## config.mk

```make
export PLATFORM = sky130hd
export DESIGN_NAME = ebuf_out
export DESIGN_NICKNAME = d
export VERILOG_FILES = /design/src/ebuf_out_pkg.sv /design/src/ebuf_out.sv
export SDC_FILE = /design/constraint.sdc
export NUM_CORES = 1
export LEC_CHECK = 0
export ABC_AREA = 0
export BUFFER_PORTS_ARGS = -buffer_cell sky130_fd_sc_hd__buf_2
export CAP_MARGIN = 5
export CORE_UTILIZATION = 56
export CTS_BUF_LIST = sky130_fd_sc_hd__clkbuf_4
export DETAILED_ROUTE_END_ITERATION = 6
export PLACE_DENSITY = 0.76
export SLEW_MARGIN = 15
export SYNTH_ARGS = -nofsm -noshare
export SYNTH_HDL_FRONTEND = slang
export SYNTH_SLANG_ARGS = --single-unit
```

## constraint.sdc

```tcl
create_clock -name clk_sys_i -period 9.7 [get_ports clk_sys_i]
set_input_delay 0.485 -clock clk_sys_i [delete_from_list [all_inputs] [get_ports clk_sys_i]]
set_output_delay 0.485 -clock clk_sys_i [all_outputs]
set_load 0.1 [all_outputs]
```

## src/ebuf_out_pkg.sv

```systemverilog
// Constants for the outbound extended-buffer channel transfer block
package ebuf_out_pkg;
   // AXI4-Lite register byte offsets
   localparam logic [7:0] ADR_MODE = 8'h00;
   localparam logic [7:0] ADR_LOAD = 8'h04;
   localparam logic [7:0] ADR_XADR = 8'h08;
   localparam logic [7:0] ADR_CSAD = 8'h0C;
   localparam logic [7:0] ADR_START = 8'h10;
   localparam logic [7:0] ADR_PINT = 8'h14;
   localparam logic [7:0] ADR_ISRC = 8'h18;
   localparam logic [7:0] ADR_SEL = 8'h1C;
   localparam logic [7:0] ADR_ISTAT = 8'h20;
   localparam logic [7:0] ADR_STAT = 8'h24;
   localparam logic [7:0] ADR_CFG = 8'h28;
   // Outbus bit n.m sits at bit (15-8n-m) of the halfword
   localparam int B00 = 15;
   localparam int B06 = 9;
   localparam int B11 = 6;
   localparam int B15 = 2;
   localparam int B17 = 0;
   localparam int ISRC_L3 = 7;
   localparam int ISRC_INIT = 3;
   localparam int ISRC_ADAP = 1;
   localparam logic [7:0] ISTAT_NORMAL = 8'h80;
   localparam logic [7:0] ISTAT_BUSY = 8'h70;
   localparam logic [5:0] MAX_BYTES = 6'h20;
   // Burst jumper codes
   localparam logic [1:0] BURST_4 = 2'h0;
   localparam logic [1:0] BURST_8 = 2'h1;
   localparam logic [1:0] BURST_16 = 2'h2;
   localparam logic [1:0] BURST_32 = 2'h3;
   localparam int CLK_MHZ = 125;
   localparam int CLK_NS = 1000 / CLK_MHZ;
   localparam int DLY_MACH_CYC = 32;
   localparam int MACH_NS = 8;
   localparam logic [7:0] DLY_CYC = 8'((DLY_MACH_CYC * MACH_NS) / CLK_NS);
   localparam logic [1:0] RESP_OK = 2'h0;
   localparam logic [1:0] RESP_ERR = 2'h2;
endpackage : ebuf_out_pkg

```

## src/ebuf_out.sv

```systemverilog
// Outbound extended-buffer transfer adapter with AXI4-Lite registers
//
// Local design decisions: the AXI4-Lite register port and the placing of the registers.
`timescale 1ns/1ps
module ebuf_out (
   input wire logic clk_sys_i,
   input wire logic nrst_i,
   input wire logic [7:0] s_axi_awaddr,
   input wire logic s_axi_awvalid,
   output logic s_axi_awready,
   input wire logic [31:0] s_axi_wdata,
   input wire logic [3:0] s_axi_wstrb,
   input wire logic s_axi_wvalid,
   output logic s_axi_wready,
   output logic [1:0] s_axi_bresp,
   output logic s_axi_bvalid,
   input wire logic s_axi_bready,
   input wire logic [7:0] s_axi_araddr,
   input wire logic s_axi_arvalid,
   output logic s_axi_arready,
   output logic [31:0] s_axi_rdata,
   output logic [1:0] s_axi_rresp,
   output logic s_axi_rvalid,
   input wire logic s_axi_rready,
   input wire logic [1:0] burst_jmp_i,
   input wire logic [7:0] sel_addr_i,
   input wire logic [7:0] sel_cmd_i,
   input wire logic init_sel_i,
   input wire logic service_out_i,
   output logic request_in_o,
   output logic op_in_o,
   output logic service_in_o,
   output logic [7:0] bus_in_o,
   output logic busy_status_o
);
   // ****************************
   // State
   // ****************************
   typedef enum logic [4:0] {
      ST_IDLE = 5'b00001,
      ST_REQ = 5'b00010,
      ST_SVC = 5'b00100,
      ST_WAIT = 5'b01000,
      ST_DLY = 5'b10000
   } ch_state_e;

   logic [7:0] mem_ff [0:31];
   ch_state_e st_ff, nxt_st;
   logic [4:0] cnt_ff, nxt_cnt, bcnt_ff, nxt_bcnt, mem_wa;
   logic [7:0] xadr_ff, nxt_xadr, dly_ff, nxt_dly, ld1_ff, nxt_ld1;
   logic [7:0] bus_ff, nxt_bus, awa_ff, nxt_awa, mem_wd;
   logic [15:0] csad_ff, nxt_csad;
   logic [1:0] xbyte_ff, nxt_xbyte, br_ff, nxt_br, rr_ff, nxt_rr;
   logic [31:0] wd_ff, nxt_wd, rd_ff, nxt_rd;
   logic ebuf_ff, nxt_ebuf, odd_ff, nxt_odd, init_ff, nxt_init;
   logic prio_ff, nxt_prio, dsint_ff, nxt_dsint, pint_ff, nxt_pint;
   logic isint_ff, nxt_isint, dlyl_ff, nxt_dlyl, ld_ff, nxt_ld;
   logic req_ff, nxt_req, op_ff, nxt_op, svc_ff, nxt_svc;
   logic busy_ff, nxt_busy, rv_ff, nxt_rv, ar_ff, nxt_ar;
   logic awr_ff, nxt_awr, wr_ff, nxt_wr, bv_ff, nxt_bv;
   logic do_wr, mem_we;

   function automatic logic burst_end(input logic [1:0] j,
                                      input logic [4:0] c);
      case (j)
         ebuf_out_pkg::BURST_4: burst_end = (c[1:0] == 2'h0);
         ebuf_out_pkg::BURST_8: burst_end = (c[2:0] == 3'h0);
         ebuf_out_pkg::BURST_16: burst_end = (c[3:0] == 4'h0);
         default: burst_end = 1'b0;
      endcase
   endfunction : burst_end

   // ****************************
   // Bus and register logic
   // ****************************
   always_comb begin
      nxt_awr = awr_ff;
      nxt_wr = wr_ff;
      nxt_awa = awa_ff;
      nxt_wd = wd_ff;
      nxt_bv = bv_ff;
      nxt_br = br_ff;
      nxt_rv = rv_ff;
      nxt_rr = rr_ff;
      nxt_rd = rd_ff;
      nxt_ar = 1'b0;
      nxt_ebuf = ebuf_ff;
      nxt_bcnt = bcnt_ff;
      nxt_xadr = xadr_ff;
      nxt_csad = csad_ff;
      nxt_xbyte = xbyte_ff;
      nxt_odd = odd_ff;
      nxt_prio = prio_ff;
      nxt_dsint = dsint_ff;
      nxt_pint = pint_ff;
      nxt_isint = isint_ff;
      nxt_ld = 1'b0;
      nxt_ld1 = ld1_ff;
      mem_we = 1'b0;
      mem_wa = cnt_ff;
      mem_wd = 8'h00;
      do_wr = 1'b0;
      if (s_axi_awvalid && !awr_ff && !bv_ff) begin
         nxt_awr = 1'b1;
         nxt_awa = s_axi_awaddr;
      end
      if (s_axi_wvalid && !wr_ff && !bv_ff) begin
         nxt_wr = 1'b1;
         nxt_wd = s_axi_wdata;
      end
      if (awr_ff && wr_ff && !bv_ff && !ld_ff) begin
         do_wr = 1'b1;
         nxt_awr = 1'b0;
         nxt_wr = 1'b0;
         nxt_bv = 1'b1;
         nxt_br = ebuf_out_pkg::RESP_OK;
         case (awa_ff)
            ebuf_out_pkg::ADR_MODE: begin
               nxt_ebuf = wd_ff[ebuf_out_pkg::B00];
               nxt_bcnt = wd_ff[4:0];
            end
            ebuf_out_pkg::ADR_LOAD: begin
               mem_we = 1'b1;
               mem_wd = wd_ff[15:8];
               nxt_ld = 1'b1;
               nxt_ld1 = wd_ff[7:0];
            end
            ebuf_out_pkg::ADR_XADR: nxt_xadr = wd_ff[15:8];
            ebuf_out_pkg::ADR_CSAD: begin
               nxt_csad = wd_ff[15:0];
               nxt_xbyte = 2'h0;
               nxt_odd = wd_ff[ebuf_out_pkg::B17];
            end
            ebuf_out_pkg::ADR_START: begin
               if (wd_ff[ebuf_out_pkg::B06]) nxt_dsint = 1'b0;
               if (wd_ff[ebuf_out_pkg::B15]) nxt_prio = 1'b1;
            end
            ebuf_out_pkg::ADR_PINT:
               if (wd_ff[ebuf_out_pkg::B11]) nxt_pint = 1'b1;
            default: nxt_br = ebuf_out_pkg::RESP_ERR;
         endcase
      end
      if (ld_ff) begin
         mem_we = 1'b1;
         mem_wd = ld1_ff;
      end
      if (bv_ff && s_axi_bready) nxt_bv = 1'b0;
      if (init_sel_i && !pint_ff) nxt_isint = 1'b1;
      if (st_ff == ST_SVC && cnt_ff == bcnt_ff) nxt_dsint = 1'b1;
      if (rv_ff && s_axi_rready) nxt_rv = 1'b0;
      if (!rv_ff && s_axi_arvalid) begin
         nxt_rv = 1'b1;
         nxt_ar = 1'b1;
         nxt_rr = ebuf_out_pkg::RESP_OK;
         nxt_rd = 32'h0000_0000;
         case (s_axi_araddr)
            ebuf_out_pkg::ADR_ISRC: begin
               nxt_rd[ebuf_out_pkg::ISRC_L3] = isint_ff | dsint_ff;
               nxt_rd[ebuf_out_pkg::ISRC_INIT] = isint_ff;
               nxt_rd[ebuf_out_pkg::ISRC_ADAP] = 1'b0;
            end
            ebuf_out_pkg::ADR_SEL:
               nxt_rd[15:0] = {sel_addr_i, sel_cmd_i};
            ebuf_out_pkg::ADR_ISTAT:
               nxt_rd[15:8] = (st_ff == ST_DLY) ? ebuf_out_pkg::ISTAT_BUSY
                  : ebuf_out_pkg::ISTAT_NORMAL;
            ebuf_out_pkg::ADR_XADR: nxt_rd[15:0] = {xadr_ff, 8'h00};
            ebuf_out_pkg::ADR_CSAD: nxt_rd[15:0] = csad_ff;
            ebuf_out_pkg::ADR_MODE:
               nxt_rd[15:0] = {ebuf_ff, 10'h000, bcnt_ff};
            ebuf_out_pkg::ADR_STAT:
               nxt_rd[15:0] = {4'h0, st_ff, init_ff, prio_ff, odd_ff,
                               xbyte_ff, dlyl_ff, pint_ff};
            default: nxt_rr = ebuf_out_pkg::RESP_ERR;
         endcase
      end
   end

   // ****************************
   // Channel sequencer
   // ****************************
   always_comb begin
      nxt_st = st_ff;
      nxt_cnt = cnt_ff;
      nxt_init = init_ff;
      nxt_dlyl = dlyl_ff;
      nxt_dly = dly_ff;
      nxt_req = req_ff;
      nxt_op = op_ff;
      nxt_svc = 1'b0;
      nxt_bus = bus_ff;
      nxt_busy = 1'b0;
      if (do_wr && awa_ff == ebuf_out_pkg::ADR_MODE)
         nxt_cnt = 5'h00;
      if (mem_we) nxt_cnt = cnt_ff + 5'h01;
      if (do_wr && awa_ff == ebuf_out_pkg::ADR_START
          && wd_ff[ebuf_out_pkg::B00]) begin
         nxt_init = 1'b1;
         nxt_cnt = 5'h00;
      end
      case (st_ff)
         ST_IDLE:
            if (init_ff && ebuf_ff) begin
               nxt_st = ST_REQ;
               nxt_req = 1'b1;
            end
         ST_REQ: begin
            nxt_req = 1'b0;
            nxt_op = 1'b1;
            nxt_st = ST_SVC;
         end
         ST_SVC: begin
            if (cnt_ff == bcnt_ff && cnt_ff != 5'h00) begin
               nxt_init = 1'b0;
               nxt_op = 1'b0;
               nxt_st = ST_IDLE;
            end else begin
               nxt_bus = mem_ff[cnt_ff];
               nxt_svc = 1'b1;
               nxt_st = ST_WAIT;
            end
         end
         ST_WAIT:
            if (service_out_i) begin
               nxt_cnt = cnt_ff + 5'h01;
               if (burst_end(burst_jmp_i, nxt_cnt)
                   && nxt_cnt != bcnt_ff) begin
                  nxt_dlyl = 1'b1;
                  nxt_op = 1'b0;
                  nxt_dly = ebuf_out_pkg::DLY_CYC;
                  nxt_st = ST_DLY;
               end else begin
                  nxt_st = ST_SVC;
               end
            end
         ST_DLY: begin
            nxt_busy = 1'b1;
            nxt_dly = dly_ff - 8'h01;
            if (dly_ff == 8'h01) begin
               nxt_dlyl = 1'b0;
               nxt_req = 1'b1;
               nxt_st = ST_REQ;
            end
         end
         default: nxt_st = ST_IDLE;
      endcase
   end

   always_ff @(posedge clk_sys_i) begin
      if (mem_we) mem_ff[mem_wa] <= mem_wd;
   end

   always_ff @(posedge clk_sys_i) begin
      if (!nrst_i) begin
         st_ff <= ST_IDLE;
         cnt_ff <= 5'h00;
         bcnt_ff <= 5'h00;
         ebuf_ff <= 1'b0;
         xadr_ff <= 8'h00;
         csad_ff <= 16'h0000;
         xbyte_ff <= 2'h0;
         odd_ff <= 1'b0;
         init_ff <= 1'b0;
         prio_ff <= 1'b0;
         dsint_ff <= 1'b0;
         pint_ff <= 1'b0;
         isint_ff <= 1'b0;
         dlyl_ff <= 1'b0;
         dly_ff <= 8'h00;
         ld_ff <= 1'b0;
         ld1_ff <= 8'h00;
         req_ff <= 1'b0;
         op_ff <= 1'b0;
         svc_ff <= 1'b0;
         bus_ff <= 8'h00;
         busy_ff <= 1'b0;
         awr_ff <= 1'b0;
         wr_ff <= 1'b0;
         awa_ff <= 8'h00;
         wd_ff <= 32'h0000_0000;
         bv_ff <= 1'b0;
         br_ff <= 2'h0;
         rv_ff <= 1'b0;
         ar_ff <= 1'b0;
         rr_ff <= 2'h0;
         rd_ff <= 32'h0000_0000;
      end else begin
         st_ff <= nxt_st;
         cnt_ff <= nxt_cnt;
         bcnt_ff <= nxt_bcnt;
         ebuf_ff <= nxt_ebuf;
         xadr_ff <= nxt_xadr;
         csad_ff <= nxt_csad;
         xbyte_ff <= nxt_xbyte;
         odd_ff <= nxt_odd;
         init_ff <= nxt_init;
         prio_ff <= nxt_prio;
         dsint_ff <= nxt_dsint;
         pint_ff <= nxt_pint;
         isint_ff <= nxt_isint;
         dlyl_ff <= nxt_dlyl;
         dly_ff <= nxt_dly;
         ld_ff <= nxt_ld;
         ld1_ff <= nxt_ld1;
         req_ff <= nxt_req;
         op_ff <= nxt_op;
         svc_ff <= nxt_svc;
         bus_ff <= nxt_bus;
         busy_ff <= nxt_busy;
         awr_ff <= nxt_awr;
         wr_ff <= nxt_wr;
         awa_ff <= nxt_awa;
         wd_ff <= nxt_wd;
         bv_ff <= nxt_bv;
         br_ff <= nxt_br;
         rv_ff <= nxt_rv;
         ar_ff <= nxt_ar;
         rr_ff <= nxt_rr;
         rd_ff <= nxt_rd;
      end
   end

   assign s_axi_awready = awr_ff;
   assign s_axi_wready = wr_ff;
   assign s_axi_bvalid = bv_ff;
   assign s_axi_bresp = br_ff;
   assign s_axi_arready = ar_ff;
   assign s_axi_rvalid = rv_ff;
   assign s_axi_rresp = rr_ff;
   assign s_axi_rdata = rd_ff;
   assign request_in_o = req_ff;
   assign op_in_o = op_ff;
   assign service_in_o = svc_ff;
   assign bus_in_o = bus_ff;
   assign busy_status_o = busy_ff;

   // ****************************
   // Assertions
   // ****************************
   AST_MODE_CLR: assert property (@(posedge clk_sys_i) disable iff (!nrst_i)
      do_wr && awa_ff == ebuf_out_pkg::ADR_MODE && st_ff == ST_IDLE
      |=> cnt_ff == 5'h00)
      else $error("Mode write did not clear counter");
   AST_LOAD_STEP: assert property (@(posedge clk_sys_i) disable iff (!nrst_i)
      do_wr && awa_ff == ebuf_out_pkg::ADR_LOAD && st_ff == ST_IDLE
      |=> ld_ff ##1 cnt_ff == $past(cnt_ff, 2) + 5'h02)
      else $error("Load did not step counter twice");
   AST_LOAD_DATA: assert property (@(posedge clk_sys_i) disable iff (!nrst_i)
      mem_we |=> mem_ff[$past(mem_wa)] == $past(mem_wd))
      else $error("Local store byte not written");
   AST_START_REQ: assert property (@(posedge clk_sys_i) disable iff (!nrst_i)
      st_ff == ST_IDLE && init_ff && ebuf_ff |=> request_in_o)
      else $error("Request In not raised after start");
   AST_SVC_BYTE: assert property (@(posedge clk_sys_i) disable iff (!nrst_i)
      nxt_svc |=> service_in_o && bus_in_o == mem_ff[$past(cnt_ff)])
      else $error("Service In byte mismatch");
   AST_DLY_OP: assert property (@(posedge clk_sys_i) disable iff (!nrst_i)
      st_ff == ST_DLY |-> !op_in_o && dlyl_ff)
      else $error("Op In up during delay");
   AST_BUSY: assert property (@(posedge clk_sys_i) disable iff (!nrst_i)
      st_ff == ST_DLY ##1 st_ff == ST_DLY |-> busy_status_o)
      else $error("Busy not shown during delay");
   AST_END: assert property (@(posedge clk_sys_i) disable iff (!nrst_i)
      st_ff == ST_SVC && cnt_ff == bcnt_ff && cnt_ff != 5'h00
      |=> !init_ff && st_ff == ST_IDLE)
      else $error("Service not ended at count");
   AST_NO32: assert property (@(posedge clk_sys_i) disable iff (!nrst_i)
      burst_jmp_i == ebuf_out_pkg::BURST_32 && st_ff == ST_WAIT
      |=> st_ff != ST_DLY)
      else $error("Delay entered for 32-byte burst");
   COV_DLY: cover property (@(posedge clk_sys_i) st_ff == ST_DLY);
   COV_END: cover property (@(posedge clk_sys_i)
      st_ff == ST_SVC && cnt_ff == bcnt_ff && cnt_ff != 5'h00);
   COV_LOAD: cover property (@(posedge clk_sys_i) ld_ff);
endmodule : ebuf_out

```

Yosys cells after proc, flatten, opt, wreduce, memory -nomap -nowiden
Memory sizes are Yosys's and may differ from the RTL's. A register that Yosys moved wholly into a read port is not among the register bits.
Index checks and enable logic that the tools add are counted.

operators by class
  eq/ne operators = 26
  $add $sub $neg = 2
  mux-type cells = 59
  bitwise gates (word level) = 3
  reductions and logical operators = 57

operators with widths
  cell                   count
  $mux W8                6
  $pmux W8 S6            1
  $mux W5                9
  $eq A8 B4 Y1 const B   4
  $eq A8 B5 Y1 const B   4
  $mux W1                28
  $pmux W5 S5            1
  $logic_and A1 B1 Y1    18
  $reduce_and A3 Y1      6
  $eq A8 B6 Y1 const B   2
  $logic_not A8 Y1       2
  $pmux W1 S4            4
  $pmux W8 S2            1
  $pmux W1 S3            4
  $pmux W3 S4            1
  $reduce_and A2 Y1      6
  $reduce_bool A2 Y1     5
  $eq A8 B1 Y1 const B   1
  $eq A8 B3 Y1 const B   1
  $reduce_and A4 Y1      2
  $sub A8 B1 Y8 const B  1
  $logic_not A1 Y1       7
  $reduce_or A7 Y1       1
  $ne A2 B2 Y1 const B   3
  23 further kinds       29

word-level totals
  output and inout bits = 53
  logic and storage cells = 178
  input port bits = 79
  bits in writable memories = 256
  flip-flop bits (word level) = 117
  memories = 1

memories
  memory  words  width  read ports  clocked after Yosys merged registers in  write ports  line            text
  mem_ff  32     8      1           1                                        1            ebuf_out.sv:47  logic [7:0] mem_ff [0:31];

Longest topological paths before layout
Gate-level depths: netlist of run 1.

  depth in word-level cells = 10
  mapped depth = 13
  depth with buffers taken out = 8

Worst setup path before layout of run 1
No wires, ideal clock.

  kind = flip-flop to flip-flop
  from = register cnt_ff[0]
  to = register dly_ff[6]
  period minus slack after synthesis = 3.128 ns
  setup slack = 6.572 ns
  data required time = 9.580 ns
  path buffers = 5
  setup time = 0.120 ns
  arrival = 3.008 ns
  stages on the path, launching flop included = 14
  path through = dfxtp_1 -> buf_2 -> buf_2 -> buf_2 -> buf_2 -> inv_1 -> ha_1 -> xnor2_1 -> nand2_1 -> nor4b_1 -> or3_1 -> clkbuf_1 -> and3_1 -> a211o_1

between the ends
  longest elaborated chain between the ends = 8
  elaborated cells on any way between the ends = 11
  classes of those cells = add/sub (1); eq/ne (2); mux (3); reduce/logical (5)

ends and longest elaborated chain
  element                                         line             text
  start, declared                                 ebuf_out.sv:49   logic [4:0] cnt_ff, nxt_cnt, bcnt_ff, nxt_bcnt, mem_wa;
  start signal, assigned                          ebuf_out.sv:289  cnt_ff <= nxt_cnt;
  $add A5 B1 Y5 (*)                               ebuf_out.sv:225  nxt_cnt = cnt_ff + 5'h01;
  $logic_not A4 Y1, or another cell as far along  ebuf_out.sv:68   ebuf_out_pkg::BURST_16: burst_end = (c[3:0] == 4'h0);
  $pmux W1 S3                                     ebuf_out.sv:65   case (j)
  $mux W1                                         ebuf_out.sv:224  if (service_out_i) begin
  $mux W1                                         ebuf_out.sv:201  case (st_ff)
  $logic_and A1 B1 Y1 (*)                         ebuf_out.sv:227  && nxt_cnt != bcnt_ff) begin
  $ne A2 B2 Y1 (no source line) (*)               --
  $reduce_and A3 Y1 (no source line) (*)          --
  end signal, assigned                            ebuf_out.sv:302  dly_ff <= nxt_dly;
  end, declared                                   ebuf_out.sv:50   logic [7:0] xadr_ff, nxt_xadr, dly_ff, nxt_dly, ld1_ff, nxt_ld1;

Mark *: on every way between the ends. The rest lies on a longest branch, timed or not. The select of a mux whose other input is x is not followed.
A chain may end at the register's enable or synchronous reset.

Worst setup path after layout of run 1
  from = register cnt_ff[1]
  to = register dly_ff[7]

Same word-level chain as after synthesis.

==> impl_metrics.toml, run 1 <==
[run_status]
status = "finished clean"

[final_layout]
final_nets = 1343
nFillCells = 1982
final-seq-area_um2 = 10100
post_route_cells_drive_above_1_share_pct = 25.0
layout_commonest_cell = "edfxtp_1"
layout-area-overhead-vs-synth_pct = 13.8
layout.cells.non_filler = 1679
multi_input_comb_area_um2 = 4870
mostFrequentLayoutCells = "256 x edfxtp_1, 145 x clkbuf_4, 120 x dfxtp_1"

[clocking]
cts_repair_resize_count = 0
clock_path_buffers = 3
h-tree-depth = 3
cts.sink_count = 378
cts_tree = "built"
worst_setup_hold_path_clk_slew_ns = 0.07
cts_root_buf = "clkbuf_4"
clk-insertion-delay-late_ns = 0.73
tritoncts.num_buffers = 95

[synth]
yosysWarningCount = 0
synth_sequential_area_ratio_pct = 66.0
ys_types = 56
synth_enable_flop_cells = 256
cells_after_synth = 1099
synth.avg_cell_area_um2 = 14.0
postSynthRegisterBits = 378
ys_async_sr_fraction_pct = 0
top_reg_cell_synth = "edfxtp_1"
syn-cell-area_um2 = 15400

[global_route]
grt_overflow = 0
grt_pass1_wl_mm = 52.5
globalRouteTotalUtil_pct = 24.6
grt_start_max_net_pins = 64
met3_usage_pct = 5.39
grt_antenna_before_repair = 1
global_route.peak_usage_layer = "met2"
first_global_vias = 9701
grt_use_met2_pct = 39.5
gr-usage-met1_pct = 32.0

[floorplanning]
fp-row-count = 60
top_level_ports = 132
die_x_um = 168
initial_util_pct = 57.0
dieArea_um2 = 28100
die_height_um = 168
design.core.area_um2 = 27000

[pwr]
power.density_nw_per_um2 = 186
p_leak_nw = 6.62
vdd_drop_max_mv = 0.0793

[job]
cap_violations = 0

[placement]
place.detailed.instances = 1477
place.gp.congestion = 0.930
io_buffer_count = 93
hpwlAfterDp_mm = 21.4

[worst_setup_path]
timing.critical_path.arrival_ns = 4.19
worst_setup_path_start_kind = "flip-flop"
crit_required_ns = 10.35
crit_fanout = 50
end_kind = "flip-flop"
path_class = "reg2reg"

[route]
wl_per_cell_um = 20.1
vias_per_cell = 5.87
detail_route.iter0.violations = 874
post-route-drc-count = 0
num_vias = 9848
routed_wirelength_mm = 33.8
ant_nets = 0
drt_first_pass_iters = 7

[timing]
setup_violations = 0
max_clock_freq_ghz = 0.283
slew_violations = 0
slew_headroom_pct = 24.4
period_needed_ns = 3.53
grt_setup_unrepaired = "no"
timing.final.hold_violations = 0
setup_total_negative_slack_ns = 0
skew_ns = 0.0662
period_share_pct = 36.4
worst_pin_slew_ns = 1.13

[min_path]
hold_path_class = "in2reg"
## kinds of logic after synthesis
kind of cell,share of synthesized area [%]
fa+ha+maj,0.571
other cells,0.0244
compound gates,7.39
mux,13.0
buf+inv,2.81
xor+xnor,0.685
simple gates,9.55
flops,66.0
## power by group
| group | total [mW] | switching, mW | internal (mW) |
|---|---|---|---|
| sequential | 1.74 | 0.0265 | 1.72 |
| combinational | 0.185 | 0.130 | 0.0550 |
| clock | 1.32 | 0.628 | 0.688 |
## registers in the layout (all words and copies together), names as in the netlist, 5 cells and up
signal,flops
mem_ff,256
csad_ff,16
s_axi_rdata,16
wd_ff,16
awa_ff,8
bus_in_o,8
dly_ff,8
ld1_ff,8
xadr_ff,8
bcnt_ff,5
cnt_ff,5
st_ff,5
## what timing repair did
action	CTS	global route
hold endpoints to repair	24	0
hold buffers	24	0
buffers inserted	0	0
## per-stage QoR
| stage | utilization [%] | power (mW) | area [um2] | setup WS [ns] | hold slack [ns] |
|---|---|---|---|---|---|
| after floorplan | - | 1.91 | 15400 | 6.57 | 0.434 |
| after global placement | 59.3 | 1.95 | 16000 | 6.23 | 0.431 |
| after detailed placement | 59.3 | 1.95 | 16000 | 6.15 | 0.438 |
| after CTS | 64.8 | 3.27 | 17500 | 6.14 | 0.000562 |
| after global routing | 64.8 | 3.37 | 17500 | 5.86 | 0.0308 |
| final | 64.8 | 3.24 | 17500 | 6.17 | 0.0317 |
## critical path, stage by stage, from the launching register on
cell and delay (ns):
dfxtp_2 0.61, buf_4 0.67, inv_1 0.27, ha_1 0.38
xnor2_1 0.14, nand2_1 0.07, nor4b_1 0.57, or3_1 0.35
nand3_1 0.16, o21ai_0 0.18
## area by class of cell
type,instances,share of cell area (%)
inverter,10,0.215
multi-input combinational,647,27.9
clock inverter,32,0.831
tap,341,2.44
timing repair buffer,125,4.38
clock buffer,145,6.23
antenna,1,0.0143
sequential,378,58.0
## synth_stat cells, drive strengths merged, types with 6 or more instances
master | count | area share (%)
a21oi | 41 | 1.3
a221oi | 22 | 1.3
a22o | 21 | 1.2
a22oi | 7 | 0.34
a31oi | 10 | 0.41
and2 | 10 | 0.42
buf | 39 | 1.5
clkbuf | 42 | 1.0
dfxtp | 122 | 16
edfxtp | 256 | 50
ha | 7 | 0.57
inv | 10 | 0.24
mux2i | 73 | 4.8
mux4 | 56 | 8.2
nand2 | 86 | 2.1
nand2b | 8 | 0.33
nand3 | 13 | 0.42
nor2 | 114 | 2.8
nor2b | 7 | 0.29
nor3 | 17 | 0.55
nor3b | 6 | 0.29
nor4 | 7 | 0.29
o21ai | 36 | 1.2
o22ai | 15 | 0.61
or3 | 8 | 0.33
xor2 | 7 | 0.40
## path summary, 6_finish.rpt
path | startpoint | endpoint | slack [ns] | cells after the start
hold / removal | s_axi_awaddr[3] | awa_ff[3] | 0.03 | 3
setup / recovery | cnt_ff[1] | dly_ff[7] | 6.17 | 9
setup reg to reg | cnt_ff[1] | dly_ff[7] | 6.17 | 9
hold reg to reg | s_axi_rdata[8] | s_axi_rdata[8] | 0.45 | 2
## layer usage
layer | vias to the layer above | part of all wire [%]
met5 | - | 0
met4 | 0 | 3.6
met3 | 65 | 6.6
met2 | 428 | 48
met1 | 4828 | 42
li1 | 4527 | -
Note: power is estimated with default switching activity, not from simulation.
==> run 2: changes to the inputs <==
==> constraint.sdc (replaced) <==
create_clock -name clk_sys_i -period 3.6 [get_ports clk_sys_i]
set_input_delay 0.18 -clock clk_sys_i [delete_from_list [all_inputs] [get_ports clk_sys_i]]
set_output_delay 0.18 -clock clk_sys_i [all_outputs]
set_load 0.1 [all_outputs]
==> run 2 against run 1 <==
Clock power grew to 2.7 times the previous value. Largest cell class unchanged. Non-clock buffer count is 60 higher. Critical endpoint is now s_axi_rdata[15]. Cell area is 2.9% higher. Total power grew to 2.7 times the previous value. Wire length is 3.3% higher. Global-route usage is 0.72 points higher.
==> impl_metrics.toml, run 2 (synthesized netlist as in run 1, its figures left out) <==
[timing]
timing.final.hold_violations = 0
grt_setup_unrepaired = "no"
setup_total_negative_slack_ns = 0
skew_ns = 0.0580
setup_violations = 0
worst_pin_slew_ns = 0.997
max_clock_freq_ghz = 0.337
period_share_pct = 82.5
slew_headroom_pct = 33.0
slew_violations = 0
period_needed_ns = 2.97

[worst_setup_path]
worst_r2r_endpoint = "s_axi_rdata[15]"
worst_setup_path_start_kind = "flip-flop"
cp_cell_sequence = "nor3_1 > nand3b_1 > a22oi_1 > o22ai_1 > a21oi_1 > dlygate4sd3_1 > o21ai_0 > dlygate4sd3_1"
worstReg2RegStart = "st_ff[1]"
crit_path_top_delay_cell = "dlygate4sd3_1"
r2r_setup_slack_ns = 0.63
crit_fanout = 8
critical_path.startpoint = "st_ff[1]"
rr_worst_depth = 8
timing.critical_path.arrival_ns = 3.57
critical_path.max_stage_delay_ns = 0.58
path_class = "reg2reg"
crit_end = "s_axi_rdata[15]"
crit_required_ns = 4.20
critical_path.most_common_cell = "dlygate4sd3_1"
end_kind = "flip-flop"

[clocking]
cts_tree = "built"
clock_path_buffers = 3
worst_setup_hold_path_clk_slew_ns = 0.07
clk-insertion-delay-late_ns = 0.73
h-tree-depth = 3
cts.sink_count = 378
cts_root_buf = "clkbuf_4"
tritoncts.num_buffers = 94

[job]
cap_violations = 0

[placement]
hpwlAfterDp_mm = 22.1
place.gp.congestion = 0.931
io_buffer_count = 93

[global_route]
grt_overflow = 0
globalRouteTotalUtil_pct = 25.3
grt_pass1_wl_mm = 54.5
grt_antenna_before_repair = 1
grt_start_max_net_pins = 78
first_global_vias = 10100

[final_layout]
layout-area-overhead-vs-synth_pct = 17.1
finish.utilization_pct = 66.7
largest_register_ffs = 256
final_nets = 1402
post_route_cells_drive_above_1_share_pct = 25.2
mostFrequentLayoutCells = "256 x edfxtp_1, 138 x clkbuf_4, 120 x dfxtp_1"
register_with_the_most_flip_flops = "mem_ff"
layout_commonest_cell = "edfxtp_1"

[floorplanning]
fp-row-count = 60
top_level_ports = 132
initial_util_pct = 57.0
dieArea_um2 = 28100
design.core.area_um2 = 27000
die_x_um = 168
die_height_um = 168

[min_path]
hold_path_class = "in2reg"
hold_depth = 5

[route]
routed_wirelength_mm = 34.9
drt_first_pass_iters = 5
ant_nets = 0
num_vias = 10100
wl_per_cell_um = 20.3
vias_per_cell = 5.84
post-route-drc-count = 0
detail_route.iter0.violations = 955

[pwr]
totalPowerFinal_mw = 8.74
power.density_nw_per_um2 = 486
p_leak_nw = 6.90
vdd_drop_max_mv = 0.248

[run_status]
status = "finished clean"
-- run 2: cell types whose count changed in the layout (fill, tap and decap cells not counted), sizes merged --
cell / delta
clkbuf: -7
bufinv: +1
dlygate4sd3: +36
buf: +24
clkinv: -10
clkinvlp: +2
-- run 2: power by group --
part           switching, mW  leakage [nW]  internal (mW)
combinational          0.358          2.49          0.168
sequential            0.0710          3.70           4.62
clock                   1.68         0.713           1.84
-- run 2: final cells by class --
cell class / count / area [um2]
Sequential cell: 378 / 10100
Fill cell: 1902 / 8970
Timing Repair Buffer: 185 / 1320
Inverter: 10 / 37.5
Antenna cell: 1 / 2.50
Tap cell: 341 / 427
Multi-Input combinational cell: 647 / 4860
Clock inverter: 25 / 166
Clock buffer: 138 / 1040
-- run 2: worst min path at each step --
| stage | start | end |
|---|---|---|
| floorplan | service_out_i | op_in_o |
| global placement | service_out_i | op_in_o |
| detailed placement | service_out_i | op_in_o |
| CTS | sel_cmd_i[3] | s_axi_rdata[3] |
| global route | s_axi_awvalid | s_axi_awready |
| finish | s_axi_awvalid | s_axi_awready |
-- run 2: repair_timing --
action                                 CTS  global route
hold buffers                            60             0
buffers inserted                         0             0
endpoints found under the hold margin   68             0
resized for setup                        0             0
-- run 2: per-layer routing --
metal	up-vias	wire, um	GRT usage, %
li1	4645	-	-
met1	4913	14500	32.7
met2	450	16800	41.8
met3	68	2450	4.66
met4	0	1220	12.0
met5	-	0	0
-- run 2: critical path: cells and delay by family (launching register included) --
family / cells / cell delay, ns
compound gates: 4 / 0.60
simple gates: 2 / 0.66
flops: 1 / 0.43
buf+inv: 2 / 1.14
-- run 2: through the flow --
step / hold slack [ns] / instance area (um2) / instances / setup slack [ns]
2_1_floorplan: 0.275 / 15400 / 1116 / 0.472
3_3_place_gp: 0.407 / 16200 / 1501 / 0.813
3_5_place_dp: 0.407 / 16200 / 1501 / 0.723
4_1_cts: 0.0279 / 18000 / 1724 / 0.686
5_1_grt: 0.0544 / 18000 / 1725 / 0.446
6_report: 0.0690 / 18000 / 1725 / 0.630
